===== config.mk =====
export PLATFORM = sky130hd
export DESIGN_NAME = usd_decoder
export DESIGN_NICKNAME = d
export VERILOG_FILES = /design/src/logic/usd_pkg.sv /design/src/logic/usd_decoder.sv
export SDC_FILE = /design/constraint.sdc
export NUM_CORES = 1
export LEC_CHECK = 0
export BUFFER_PORTS_ARGS = -buffer_cell sky130_fd_sc_hd__buf_2
export CORE_MARGIN = 10
export CORE_UTILIZATION = 30
export CTS_CLUSTER_DIAMETER = 120
export DETAILED_ROUTE_END_ITERATION = 10
export GPL_TIMING_DRIVEN = 0
export PLACE_DENSITY = 0.67
export SYNTH_ARGS = -nofsm -noshare
export SYNTH_HDL_FRONTEND = slang
export SYNTH_SLANG_ARGS = --single-unit

===== constraint.sdc =====
create_clock -name clk_sys_i -period 2.4 [get_ports clk_sys_i]
set_clock_uncertainty 0.15 [all_clocks]
set_input_delay 0.12 -clock clk_sys_i [delete_from_list [all_inputs] [get_ports clk_sys_i]]
set_output_delay 0.12 -clock clk_sys_i [all_outputs]
set_load 0.01 [all_outputs]

===== src/logic/usd_pkg.sv =====
// Package for the upper segment and debug segment decoder.
// Assumes a 32-bit virtual address and one core clock.
package usd_pkg;

  localparam logic [2:0]  KSP2_TOP      = 3'h6;
  localparam logic [2:0]  KSP3_TOP      = 3'h7;
  localparam logic [10:0] DSEG_TOP      = 11'h7F9;
  localparam logic [31:0] DMSEG_BASE    = 32'hFF20_0000;
  localparam logic [31:0] DRSEG_BASE    = 32'hFF30_0000;
  localparam logic [19:0] SUB_OFS_MASK  = 20'hF_FFFF;
  localparam logic [1:0]  SIZE_WORD     = 2'h2;
  localparam int          ADDR_W        = 32;
  localparam int          OFS_W         = 20;

  typedef enum logic [1:0] {
    USD_TR_FETCH = 2'h0,
    USD_TR_LOAD  = 2'h1,
    USD_TR_STORE = 2'h2
  } usd_trans_e;

  typedef enum logic [2:0] {
    USD_RT_NONE  = 3'h0,
    USD_RT_KSP2  = 3'h1,
    USD_RT_KSP3  = 3'h2,
    USD_RT_PROBE = 3'h3,
    USD_RT_DREG  = 3'h4,
    USD_RT_OTHER = 3'h5
  } usd_route_e;

  typedef struct packed {
    logic       user_mode_bit;
    logic       exception_level_bit;
    logic       error_level_bit;
    logic       debug_mode_bit;
    logic       load_store_normal_memory_bit;
    logic       probe_enable_bit;
  } usd_mode_s;

  typedef struct packed {
    logic        valid;
    usd_trans_e  trans;
    logic [1:0]  size;
    logic [31:0] vaddr;
    logic [31:0] wdata;
  } usd_req_s;

  typedef struct packed {
    usd_route_e  route;
    logic [31:0] paddr;
    logic        translate;
    logic        uncached;
    logic        kernel;
  } usd_dec_s;

  typedef enum logic [1:0] {
    USD_ST_IDLE  = 2'h0,
    USD_ST_PROBE = 2'h1,
    USD_ST_DONE  = 2'h2
  } usd_state_e;

endpackage


===== src/logic/usd_decoder.sv =====
// Upper kernel segment and debug segment decoder.
// Assumes requests are held steady by the pipeline while stall_o is high.
`timescale 1ns/1ns

// Summary of operation
// Kernel mode: debug bit clear and user bit clear or error or exception.
// Top bits 110 in kernel mode select kernel space 2.
// Top bits 111 in kernel mode select kernel space 3.
// Debug mode decodes as kernel, except debug segment FF20_0000-FF3F_FFFF.
// Lower debug half goes to probe memory, offsets 0 to F_FFFF.
// Upper debug half goes to debug registers, offsets 0 to F_FFFF.
// In debug mode a would-be exception becomes a debug-mode exception.
// Kernel spaces 0 and 1 stay reachable in debug mode.
// Debug-register range: normal-memory loads/stores go to kernel space 3.
// Unimplemented debug registers read unspecified, ignore writes.
// Only word accesses to debug registers are supported.
// Probe range: normal-memory loads/stores to kernel space 3, else probe.
// Probe access with probe enable clear still goes out and stalls.
// The probe must serve requests even after clearing probe enable.
// Kernel space 3 outside the debug segment decodes as ordinary.
module usd_decoder
  import usd_pkg::*;
#(
  parameter int NUM_DREG = 4
) (
  // Clock and reset
  input  wire logic        clk_sys_i,
  input  wire logic        srst_i,
  // Mode bits
  input  wire usd_mode_s   mode_i,
  // Pipeline request
  input  wire usd_req_s    req_i,
  input  wire logic        tlb_fault_i,
  output logic             stall_o,
  output logic             done_o,
  output logic [31:0]      rdata_o,
  output usd_dec_s         dec_o,
  output logic             addr_err_o,
  output logic             gen_exc_o,
  output logic             dbg_exc_o,
  // Probe memory side
  output logic             probe_req_o,
  output logic             probe_wr_o,
  output logic [OFS_W-1:0] probe_ofs_o,
  output logic [31:0]      probe_wdata_o,
  input  wire logic        probe_ack_i,
  input  wire logic [31:0] probe_rdata_i,
  // Debug register file contents
  output logic             dreg_undef_o,
  output logic [NUM_DREG*32-1:0] dreg_o
);

  ////////////////////////////////////////////////////////////////////////
  // Pin synchronisers for the probe acknowledge
  logic ack_s1_reg;
  logic ack_s2_reg;
  always_ff @(posedge clk_sys_i) begin
    if (srst_i) begin
      ack_s1_reg <= 1'b0;
      ack_s2_reg <= 1'b0;
    end else begin
      ack_s1_reg <= probe_ack_i;
      ack_s2_reg <= ack_s1_reg;
    end
  end

  ////////////////////////////////////////////////////////////////////////
  // Combinational decode
  logic       kernel;
  logic       dbg;
  logic       top_kern;
  logic       in_dseg;
  logic       in_probe;
  logic       nrm_ls;
  usd_dec_s   dec;
  logic       fault;

  // Mode and window qualifiers
  always_comb begin
    dbg      = mode_i.debug_mode_bit;

    kernel   = !dbg && (!mode_i.user_mode_bit ||
               mode_i.error_level_bit ||
               mode_i.exception_level_bit);

    // Debug mode sees the kernel map
    top_kern = kernel || dbg;

    in_dseg  = dbg && (req_i.vaddr[31:21] == DSEG_TOP);
    in_probe = !req_i.vaddr[20];

    // Normal-memory bit only redirects loads and stores
    nrm_ls   = mode_i.load_store_normal_memory_bit &&
               (req_i.trans != USD_TR_FETCH);
  end

  ////////////////////////////////////////////////////////////////////////
  // Segment routing
  always_comb begin
    dec           = '0;
    dec.route     = USD_RT_OTHER;
    dec.kernel    = top_kern;
    dec.paddr     = req_i.vaddr;

    if (top_kern) begin
      unique case (req_i.vaddr[31:29])
        KSP2_TOP: begin
          dec.route     = USD_RT_KSP2;
          dec.translate = 1'b1;
        end

        KSP3_TOP: begin
          dec.route     = USD_RT_KSP3;
          dec.translate = 1'b1;

          if (in_dseg && !nrm_ls) begin
            dec.translate = 1'b0;
            dec.uncached  = 1'b1;
            dec.route     = in_probe ? USD_RT_PROBE : USD_RT_DREG;
            dec.paddr     = {12'h000, req_i.vaddr[19:0] & SUB_OFS_MASK};
          end
        end

        default: begin
          dec.route = USD_RT_OTHER;
        end
      endcase

    end else if (req_i.vaddr[31]) begin
      // Upper half is out of reach in user mode
      dec.route = USD_RT_NONE;
    end
  end

  ////////////////////////////////////////////////////////////////////////
  // Translation faults only apply to mapped routes
  always_comb begin
    fault = tlb_fault_i && dec.translate;
  end

  ////////////////////////////////////////////////////////////////////////
  // Probe transfer state
  usd_state_e          state_reg;
  usd_state_e          state_next;
  logic [31:0]         rdata_reg;
  logic [31:0]         rdata_next;
  logic                done_reg;
  logic                done_next;
  logic                probe_go;
  logic                dreg_go;
  logic [31:0]         dreg_rd;

  // Access starts
  assign probe_go = req_i.valid && (dec.route == USD_RT_PROBE);
  assign dreg_go  = req_i.valid && (dec.route == USD_RT_DREG);


  // Probe enable only informs software; the request goes out regardless
  always_comb begin
    state_next = state_reg;
    rdata_next = rdata_reg;
    done_next  = 1'b0;
    unique case (state_reg)
      USD_ST_IDLE: begin
        if (probe_go) begin
          state_next = USD_ST_PROBE;
        end
      end
      USD_ST_PROBE: begin
        if (ack_s2_reg) begin
          rdata_next = probe_rdata_i;
          done_next  = 1'b1;
          state_next = USD_ST_DONE;
        end
      end
      USD_ST_DONE: begin
        if (!ack_s2_reg) begin
          state_next = USD_ST_IDLE;
        end
      end
      default: begin
        state_next = USD_ST_IDLE;
      end
    endcase

    // Debug registers answer in one cycle
    if (dreg_go) begin
      rdata_next = dreg_rd;
      done_next  = 1'b1;
    end
  end

  always_ff @(posedge clk_sys_i) begin
    if (srst_i) begin
      state_reg <= USD_ST_IDLE;
      rdata_reg <= 32'h0000_0000;
      done_reg  <= 1'b0;
    end else begin
      state_reg <= state_next;
      rdata_reg <= rdata_next;
      done_reg  <= done_next;
    end
  end

  ////////////////////////////////////////////////////////////////////////
  // Debug register file
  localparam int DIDX_W = (NUM_DREG > 1) ? $clog2(NUM_DREG) : 1;
  logic [31:0]       dreg_mem [NUM_DREG];
  logic [31:0]       dreg_nxt [NUM_DREG];
  logic [OFS_W-3:0]  widx;
  logic              impl;
  logic              wr_ok;

  // Word index and write qualification
  always_comb begin
    widx  = dec.paddr[OFS_W-1:2];
    impl  = (widx < (OFS_W-2)'(NUM_DREG));

    // Unimplemented words and non-word sizes never write
    wr_ok = dreg_go && (req_i.trans == USD_TR_STORE) && impl &&
            (req_i.size == SIZE_WORD);

    dreg_rd = 32'h0000_0000;
    if (impl) begin
      dreg_rd = dreg_mem[widx[DIDX_W-1:0]];
    end
    for (int i = 0; i < NUM_DREG; i++) begin
      dreg_nxt[i] = dreg_mem[i];
      if (wr_ok && (widx[DIDX_W-1:0] == DIDX_W'(i))) begin
        dreg_nxt[i] = req_i.wdata;
      end
    end
  end

  always_ff @(posedge clk_sys_i) begin
    for (int i = 0; i < NUM_DREG; i++) begin
      if (srst_i) begin
        dreg_mem[i] <= 32'h0000_0000;
      end else begin
        dreg_mem[i] <= dreg_nxt[i];
      end
    end
  end

  ////////////////////////////////////////////////////////////////////////
  // Debug register contents
  always_comb begin
    for (int i = 0; i < NUM_DREG; i++) begin
      dreg_o[i*32 +: 32] = dreg_mem[i];
    end
  end

  assign dreg_undef_o  = dreg_go && (req_i.size != SIZE_WORD);

  ////////////////////////////////////////////////////////////////////////
  // Decode and exception outputs
  assign dec_o         = dec;
  assign addr_err_o    = req_i.valid && (dec.route == USD_RT_NONE);

  // Debug-mode faults bypass the normal handlers
  assign gen_exc_o     = req_i.valid && !dbg && fault;
  assign dbg_exc_o     = req_i.valid && dbg && fault;

  ////////////////////////////////////////////////////////////////////////
  // Probe side outputs
  assign probe_req_o   = (state_reg == USD_ST_PROBE);
  assign probe_wr_o    = probe_req_o && (req_i.trans == USD_TR_STORE);
  assign probe_ofs_o   = dec.paddr[OFS_W-1:0];
  assign probe_wdata_o = req_i.wdata;

  ////////////////////////////////////////////////////////////////////////
  // Pipeline handshake outputs
  assign stall_o       = (probe_go && (state_reg == USD_ST_IDLE)) ||
                         (state_reg == USD_ST_PROBE);
  assign done_o        = done_reg;
  assign rdata_o       = rdata_reg;

endmodule


# Word-level counts from Yosys, hierarchy flattened
# Memories as Yosys holds them, arrays and structs flattened.
# Cells that the tools add are included.
[word_totals] mem_bits_rw=128 register_bits=37 memories=1 output_inout_bits=258 wordCells=95 latch_bits=0 mem_bits_ro=0 input_bits=111
[mem_list] memory="dreg_mem" depth=4 word_bits=32 read_ports=5 rd_ports_with_merged_regs=0 wr=4 line_no="usd_decoder.sv:208" text="logic [31:0] dreg_mem [NUM_DREG];"
[op_classes] n_lt_le_gt_ge=1 shifts=0 n_div=0 reduce_logical=37 n_eq_ne=16 add_sub_neg=0 n_bitwise=4 multipliers=0 mux=31
[ops] operator="32-bit two-way mux" count=13
[ops] operator="37-bit two-way mux" count=1
[ops] operator="34-bit two-way mux" count=1
[ops] operator="1-bit logical AND" count=22
[ops] operator="18-bit by 3-bit less-than comparator with 1-bit output (second input constant)" count=1
[ops] operator="11-bit == test (second input constant)" count=1
[ops] operator="2-bit == test (second input constant)" count=5
[ops] operator="3-bit == test (second input constant)" count=3
[ops] operator="3-bit two-way mux" count=3
[ops] operator="1-bit two-way mux" count=7
[ops] operator="2-bit two-way mux" count=3
[ops] operator="2-bit != test (second input constant)" count=3
[ops] operator="2-bit case mux with 3 select lines" count=1
[ops] operator="3-bit case mux with 2 select lines" count=1
[ops] operator="2-bit nonzero test" count=3
[ops] operator="2-bit by 1-bit == test with 1-bit output (second input constant)" count=2
[ops] operator="2-bit zero test" count=2
[ops] operator="1-bit logical OR" count=4
[ops] operator="1-bit bitwise OR" count=4
[ops] operator="3-bit by 2-bit == test with 1-bit output (second input constant)" count=1
[ops] operator="1-bit zero test" count=3
[ops] operator="3-bit zero test" count=1
[ops] operator="3-bit AND reduction" count=1
[ops] operator="2-bit by 1-bit != test with 1-bit output (second input constant)" count=1
[ops] operator="other kinds (2)" count=2

# Logic depth before layout (Yosys ltp)
# Gate-level depths: netlist of the first run.
[depth] ltp_word=15 mapped_depth=8 mapped_depth_nobuf=5

# Worst setup path after synthesis of the first run
# Ideal clock, no wire load.
[synth_path] path_kind="input to output" startpoint="in req_i[54] (netlist bit)" endpoint="out dec_o[23] (netlist bit)" path_slack_ns=0.593 path_buffers=1 cell_stages=5 arrival_ns=1.537 cell_sequence="nand4bb_4 > or4_1 > nor2_1 > clkbuf_1 > nor2b_1"
[synth_rtl] item="from (decl)" line_no="usd_decoder.sv:32" text="input wire usd_req_s req_i,"
[synth_rtl] item="to (decl)" line_no="usd_decoder.sv:37" text="output usd_dec_s dec_o,"

# Worst setup path after layout of the first run
[layout_path] startpoint="in req_i[54] (netlist bit)" endpoint="out dreg_undef_o"
[layout_between] elab_chain_cells=9
[layout_lines] item="11-bit == test" line_no="usd_decoder.sv:89" text="in_dseg = dbg && (req_i.vaddr[31:21] == DSEG_TOP);"
[layout_lines] item="1-bit logical AND" line_no="usd_decoder.sv:89"
[layout_lines] item="1-bit logical AND" line_no="usd_decoder.sv:116" text="if (in_dseg && !nrm_ls) begin"
[layout_lines] item="37-bit two-way mux" line_no="usd_decoder.sv:116"
[layout_lines] item="3-bit case mux with 2 select lines" line_no="usd_decoder.sv:106" text="unique case (req_i.vaddr[31:29])"
[layout_lines] item="3-bit two-way mux" line_no="usd_decoder.sv:105" text="if (top_kern) begin"
[layout_lines] item="3-bit == test" line_no="usd_decoder.sv:155" text="assign dreg_go = req_i.valid && (dec.route == USD_RT_DREG);"
[layout_lines] item="1-bit logical AND" line_no="usd_decoder.sv:155"
[layout_lines] item="1-bit logical AND" line_no="usd_decoder.sv:253" text="assign dreg_undef_o = dreg_go && (req_i.size != SIZE_WORD);"
[layout_lines] item="to (decl)" line_no="usd_decoder.sv:49" text="output logic dreg_undef_o,"
# No other way between the ends.

==> qor.yml, run 1 <==
status: "completed"
start_util_pct: 30.4
syn-cell-area_um2: 7900
syn_area_per_cell_um2: 10.1
holdWs_ns: 0.0255
drc: 0
synth_edf_count: 0
rsz0062_at_grt: "no"
worst_r2r_endpoint: "rdata_o[6]"
hp-start: "srst_i"
synth.top_cell.area_share_pct: 41.8
finalCriticalPeriod_ns: 2.28
ff2ff_path_depth: 6
std_cell_rows: 59
worstMarginPinSlew_ns: 1.16
ys_seq_area_share_pct: 41.8
cts_buffers: 17
die_x_um: 182
final_hold_viol_count: 0
wire_per_inst_um: 22.0
clock_sinks: 165
drtAntennaViolNets: 0
pin_count: 369
clk_latency_ns: 0.43
largest_reg_flops: 128
end_kind: "output port"
slew_headroom_pct: 22.9
nets: 1345
hold_path_depth: 2
clkTransAtPathRegs_ns: 0.07
track_usage_pct: 20.0
die_h_um: 182
placed_cells: 1482
max_cap_violations: 0
r2r-start: "state_reg[0]"
dr.pass1.iters: 5
synth_cell_type_count: 33
place_hpwl_mm: 26.6
p_leak_nw: 5.88
layout-drive-gt1-share_pct: 44.5
antenna_found_initial: 4
io_buffers: 362
gp_congestion: 0.874
ys_seq_elements: 165
worstPathRequired_ns: 2.13
hold_class: "in -> reg"
viasPerCell: 4.87
fmax_ghz: 0.439
dr.first_iter.drc_count: 372
synthCells: 785
core_um2: 26000
p_per_area_nw_per_um2: 534
cts_tree: "done"
yosys_warnings: 0
r2r_setup_slack_ns: 0.13
htreeDepth: 4
peakVddDrop_mv: 0.345
yosysTopAreaCell: "dfxtp_1"
wirelength_mm: 35.0
layout_setup_ws_ns: 0.124
place_area_um2: 10100
overflow: 0
yosys_most_used_dff: "dfxtp_1"
pre_cts_ws_ns: -0.920
synth_nets: 896
area_delta_synth_final_pct: 44.3
grt_pass1_vias: 8186
grt_max_degree: 18
fin_area_um2: 11400
cts_buffer_depth: 2
fin_cells: 1587
setup_viol: 0
min_period_over_period_pct: 94.8
num_vias: 7722
synthTopCellsByArea: "dfxtp_1 42%, mux2i_1 16%, mux4_2 9.1%"
cp-start-kind: "input port"
total_power_mw: 6.09
worstPathMaxFanout: 10
clockRootBuffer: "clkbuf_16"
worst-setup-path-type: "in -> out"
hold_path_end: "ack_s2_reg"
cp.arrival_ns: 2.01
ys_async_sr_fraction_pct: 0
slew_violations: 0
grt_pass1_wl_mm: 51.1
fp.dieArea_um2: 33200
## worst max-delay path: stages
cell and delay, ns:
buf_2 0.12, nand4bb_4 0.25, nor4_4 0.49, clkbuf_1 0.55
nand2_1 0.10, nor2_1 0.20, buf_2 0.17
## report_power, final
group	internal, mW	switching, mW	total, mW
Clock	1.41	1.32	2.73
Sequential	2.74	0.000540	2.74
Combinational	0.308	0.321	0.629
Total	4.46	1.64	6.09
## cells by family after synthesis
| group | count (synthesis) | synth area share (%) |
|---|---|---|
| compound gates | 43 | 2.85 |
| xor+xnor | 1 | 0.111 |
| buf+inv | 135 | 10.4 |
| flops | 165 | 41.8 |
| mux | 192 | 29.9 |
| simple gates | 249 | 14.9 |
## cells in the final DEF, fill, tap and decap left out, types with 2 or more instances in the layout
cell type / instances
mux2i_1: 128
inv_8: 4
buf_2: 375
clkinvlp_4: 3
clkbuf_16: 17
dlygate4sd3_1: 67
nand3_1: 9
inv_6: 5
inv_1: 2
nand2_1: 38
clkbuf_1: 41
mux4_2: 32
buf_4: 76
dfxtp_1: 165
buf_6: 3
nand2b_1: 3
nor2_1: 133
a211oi_1: 2
and4_1: 2
mux2_2: 32
and3_1: 2
nor3_1: 2
nor4_1: 5
nor2b_1: 14
nand4_1: 32
a21oi_1: 38
diode_2: 5
## per-layer routing
metal,global-route usage (%),wire length (um),vias up
met4,7.00,1050,0
met1,23.0,14100,3718
met2,34.4,17100,370
met3,6.13,2730,56
met5,0,0,-
li1,-,-,3578
## Yosys cell counts, types with 13 or more instances
| cell | n |
|---|---|
| dfxtp_1 | 165 |
| nor2_1 | 133 |
| mux2i_1 | 128 |
| buf_4 | 74 |
| clkbuf_1 | 43 |
| a21oi_1 | 38 |
| nand2_1 | 38 |
| mux2_2 | 32 |
| mux4_2 | 32 |
| nand4_1 | 32 |
| nor2b_1 | 14 |
| buf_2 | 13 |
## worst max-delay path by stage
stage / start / to / slack (ns)
3_3_place_gp: req_i[51] / dreg_mem[1][29] / -0.86
5_1_grt: state_reg[0] / rdata_o[13] / 0.02
3_5_place_dp: req_i[51] / dreg_mem[1][24] / -0.92
2_1_floorplan: req_i[54] / dec_o[23] / 0.59
6_report: req_i[54] / dreg_undef_o / 0.12
4_1_cts: mode_i[5] / stall_o / 0.06
## through the flow
step | setup TNS, ns | util, %
floorplan | 0 | -
CTS | 0 | 43.8
global placement | -84.12 | 39.0
detailed placement | -98.86 | 39.0
global route | 0 | 43.9
finish | 0 | 43.9
## layout make-up
type / count / area [um2]
sequential: 165 / 3300
inverter: 2 / 7.51
clock buffer: 18 / 439
clock inverter: 14 / 136
fill: 2487 / 14600
multi-input combinational: 485 / 3770
buffer: 132 / 813
timing repair buffer: 431 / 2500
tap: 335 / 419
antenna: 5 / 12.5
## timing repair
action / in CTS / in global routing
gates cloned: 0 / 0
setup endpoints to repair: 98 / 1
resized for setup: 1 / 2
pin swaps: 2 / 0
buffers inserted: 2 / 0
hold buffers: 67 / 0
endpoints found under the hold margin: 162 / 0
No activity file was read; power rests on OpenSTA's default activity.
==> run 2: changes to the inputs <==
--- a/config.mk
+++ b/config.mk
@@ -12,6 +12,7 @@
 export DETAILED_ROUTE_END_ITERATION = 10
 export GPL_TIMING_DRIVEN = 0
 export PLACE_DENSITY = 0.67
+export RECOVER_POWER = 25
 export SYNTH_ARGS = -nofsm -noshare
 export SYNTH_HDL_FRONTEND = slang
 export SYNTH_SLANG_ARGS = --single-unit
==> constraint.sdc (replaced) <==
create_clock -name clk_sys_i -period 2.55 [get_ports clk_sys_i]
set_clock_uncertainty 0.15 [all_clocks]
set_input_delay 0.1275 -clock clk_sys_i [delete_from_list [all_inputs] [get_ports clk_sys_i]]
set_output_delay 0.1275 -clock clk_sys_i [all_outputs]
set_load 0.01 [all_outputs]
==> run 2 against run 1 <==
Clock power fell by 6%. Setup slack got worse by 0.020 ns. Sequential cell count did not move. Register-to-register slack improved by 0.14 ns. Sequential power fell by 6%. Die area did not move. Core utilization fell by 0.52 points. Critical path depth rose by 1. Count of clock-buffer cells in the layout did not move. Via count rose by 0.32%. Global-route usage barely moved. Largest cell class unchanged.
==> qor.yml, run 2 (synthesized netlist as in run 1, its figures left out) <==
status: "completed"  # unchanged
wire_per_inst_um: 22.1  # was 22.0 um
hold_class: "in -> reg"  # unchanged
clk_latency_ns: 0.43  # about the same
htreeDepth: 4  # unchanged
layout_commonest_cell: "buf_2"  # unchanged
fin_cells: 1587  # unchanged
p_leak_nw: 5.50  # was 5.88 nW
die_x_um: 182  # unchanged
core_um2: 26000  # unchanged
area_delta_synth_final_pct: 42.6  # was 44.3%
total_power_mw: 5.73  # was 6.09 mW
overflow: 0  # unchanged
p_per_area_nw_per_um2: 509  # was 534 nW/um2
track_usage_pct: 20.0  # about the same
layout-drive-gt1-share_pct: 36.3  # was 44.5%
cts_tree: "done"  # unchanged
cp-start-kind: "input port"  # unchanged
antenna_found_initial: 4  # unchanged
peakVddDrop_mv: 0.322  # was 0.345 mV
io_buffers: 362  # unchanged
fillers: 2550  # was 2487
worst-setup-path-type: "in -> out"  # unchanged
finalCriticalPeriod_ns: 2.45
viasPerCell: 4.88  # was 4.87
die_h_um: 182  # unchanged
min_period_over_period_pct: 95.9
cts_buffer_depth: 2  # unchanged
nets: 1344  # was 1345
max_cap_violations: 0  # unchanged
start_util_pct: 30.4  # unchanged
fp.dieArea_um2: 33200  # unchanged
clockRootBuffer: "clkbuf_16"  # unchanged
grt_pass1_wl_mm: 51.0  # was 51.1 mm
placed_cells: 1482  # unchanged
cp.arrival_ns: 2.17  # was 2.01 ns
largest_reg_flops: 128  # unchanged
slew_headroom_pct: 22.3  # was 22.9%
end_kind: "output port"  # unchanged
cts_buffers: 17  # unchanged
gp_congestion: 0.874  # unchanged
pre_cts_ws_ns: -0.778  # was -0.920 ns
drtAntennaViolNets: 0  # unchanged
dr.pass1.iters: 5  # unchanged
worstPathRequired_ns: 2.27  # was 2.13 ns
clkTransAtPathRegs_ns: 0.07  # about the same
drc: 0  # unchanged
place_area_um2: 10100  # unchanged
fin_area_um2: 11300  # was 11400 um2
pin_count: 369  # unchanged
rsz0062_at_grt: "no"  # unchanged
place_hpwl_mm: 26.6  # unchanged
std_cell_rows: 59  # unchanged
layout_common_cells: "273 x buf_2, 165 x dfxtp_1, 144 x clkbuf_1"  # was 375 x buf_2, 165 x dfxtp_1, 133 x nor2_1
fmax_ghz: 0.409
setup_viol: 0  # unchanged
clock_sinks: 165  # unchanged
grt_pass1_vias: 8173  # was 8186
slew_violations: 0  # unchanged
worstMarginPinSlew_ns: 1.17  # was 1.16 ns
final_hold_viol_count: 0  # unchanged
dr.first_iter.drc_count: 320  # was 372
finalSetupTns_ns: 0  # unchanged
layout_setup_ws_ns: 0.104  # was 0.124 ns
worstPathMaxFanout: 10  # unchanged
grt_max_degree: 18  # unchanged
wirelength_mm: 35.1  # was 35.0 mm
num_vias: 7747  # was 7722
[run 2: layout make-up]
type	instances	area (um2)	area share (%)
repair buffers	430	2360	20.9
clock inverters	14	136	1.21
diodes	6	15.0	0.133
inverters	2	7.51	0.0666
well taps	335	419	3.72
flip-flops and latches	165	3300	29.3
multi-input cells	485	3770	33.5
clock buffers	18	439	3.90
plain buffers	132	812	7.21
[run 2: worst max-delay path: stages]
cell and delay (ns):
buf_2 0.10, nor4b_1 0.16, buf_2 0.19, nor2_1 0.44, clkbuf_1 0.57, nand2_1 0.11
a21oi_1 0.28, buf_2 0.19
[run 2: worst paths after layout]
path                startpoint     endpoint  slack [ns]  cells past startpoint
max                  mode_i[5]      stall_o        0.10                      8
min          probe_rdata_i[25]  rdata_o[25]        0.01                      4
min reg2reg         ack_s1_reg   ack_s2_reg        0.28                      1
max reg2reg       state_reg[0]   rdata_o[6]        0.27                      6
[run 2: metal layers]
layer / up-vias / part of all wire [%] / track usage (%) / wire length [um]
li1: 3574 / - / - / -
met1: 3730 / 40 / 23.0 / 14100
met2: 389 / 49 / 34.4 / 17200
met3: 54 / 8.3 / 6.13 / 2910
met4: 0 / 2.7 / 6.80 / 945
met5: - / 0 / 0 / 0
[run 2: through the flow]
| step | hold slack (ns) | util, % |
|---|---|---|
| global route | 0.00892 | 43.4 |
| CTS | 0.00105 | 43.8 |
| global placement | 0.235 | 39.0 |
| floorplan | 0.106 | - |
| detailed placement | 0.238 | 39.0 |
| finish | 0.0131 | 43.4 |
[run 2: timing repair]
item,CTS,global route
setup endpoints to repair,90,0
setup buffers,2,0
gates resized for setup,1,0
hold endpoints to repair,161,0
hold buffers,66,0
[run 2: where the power goes]
part / internal [mW] / switching, mW
logic: 0.280 / 0.304
clock network: 1.33 / 1.25
registers: 2.58 / 0.000503
total: 4.18 / 1.55
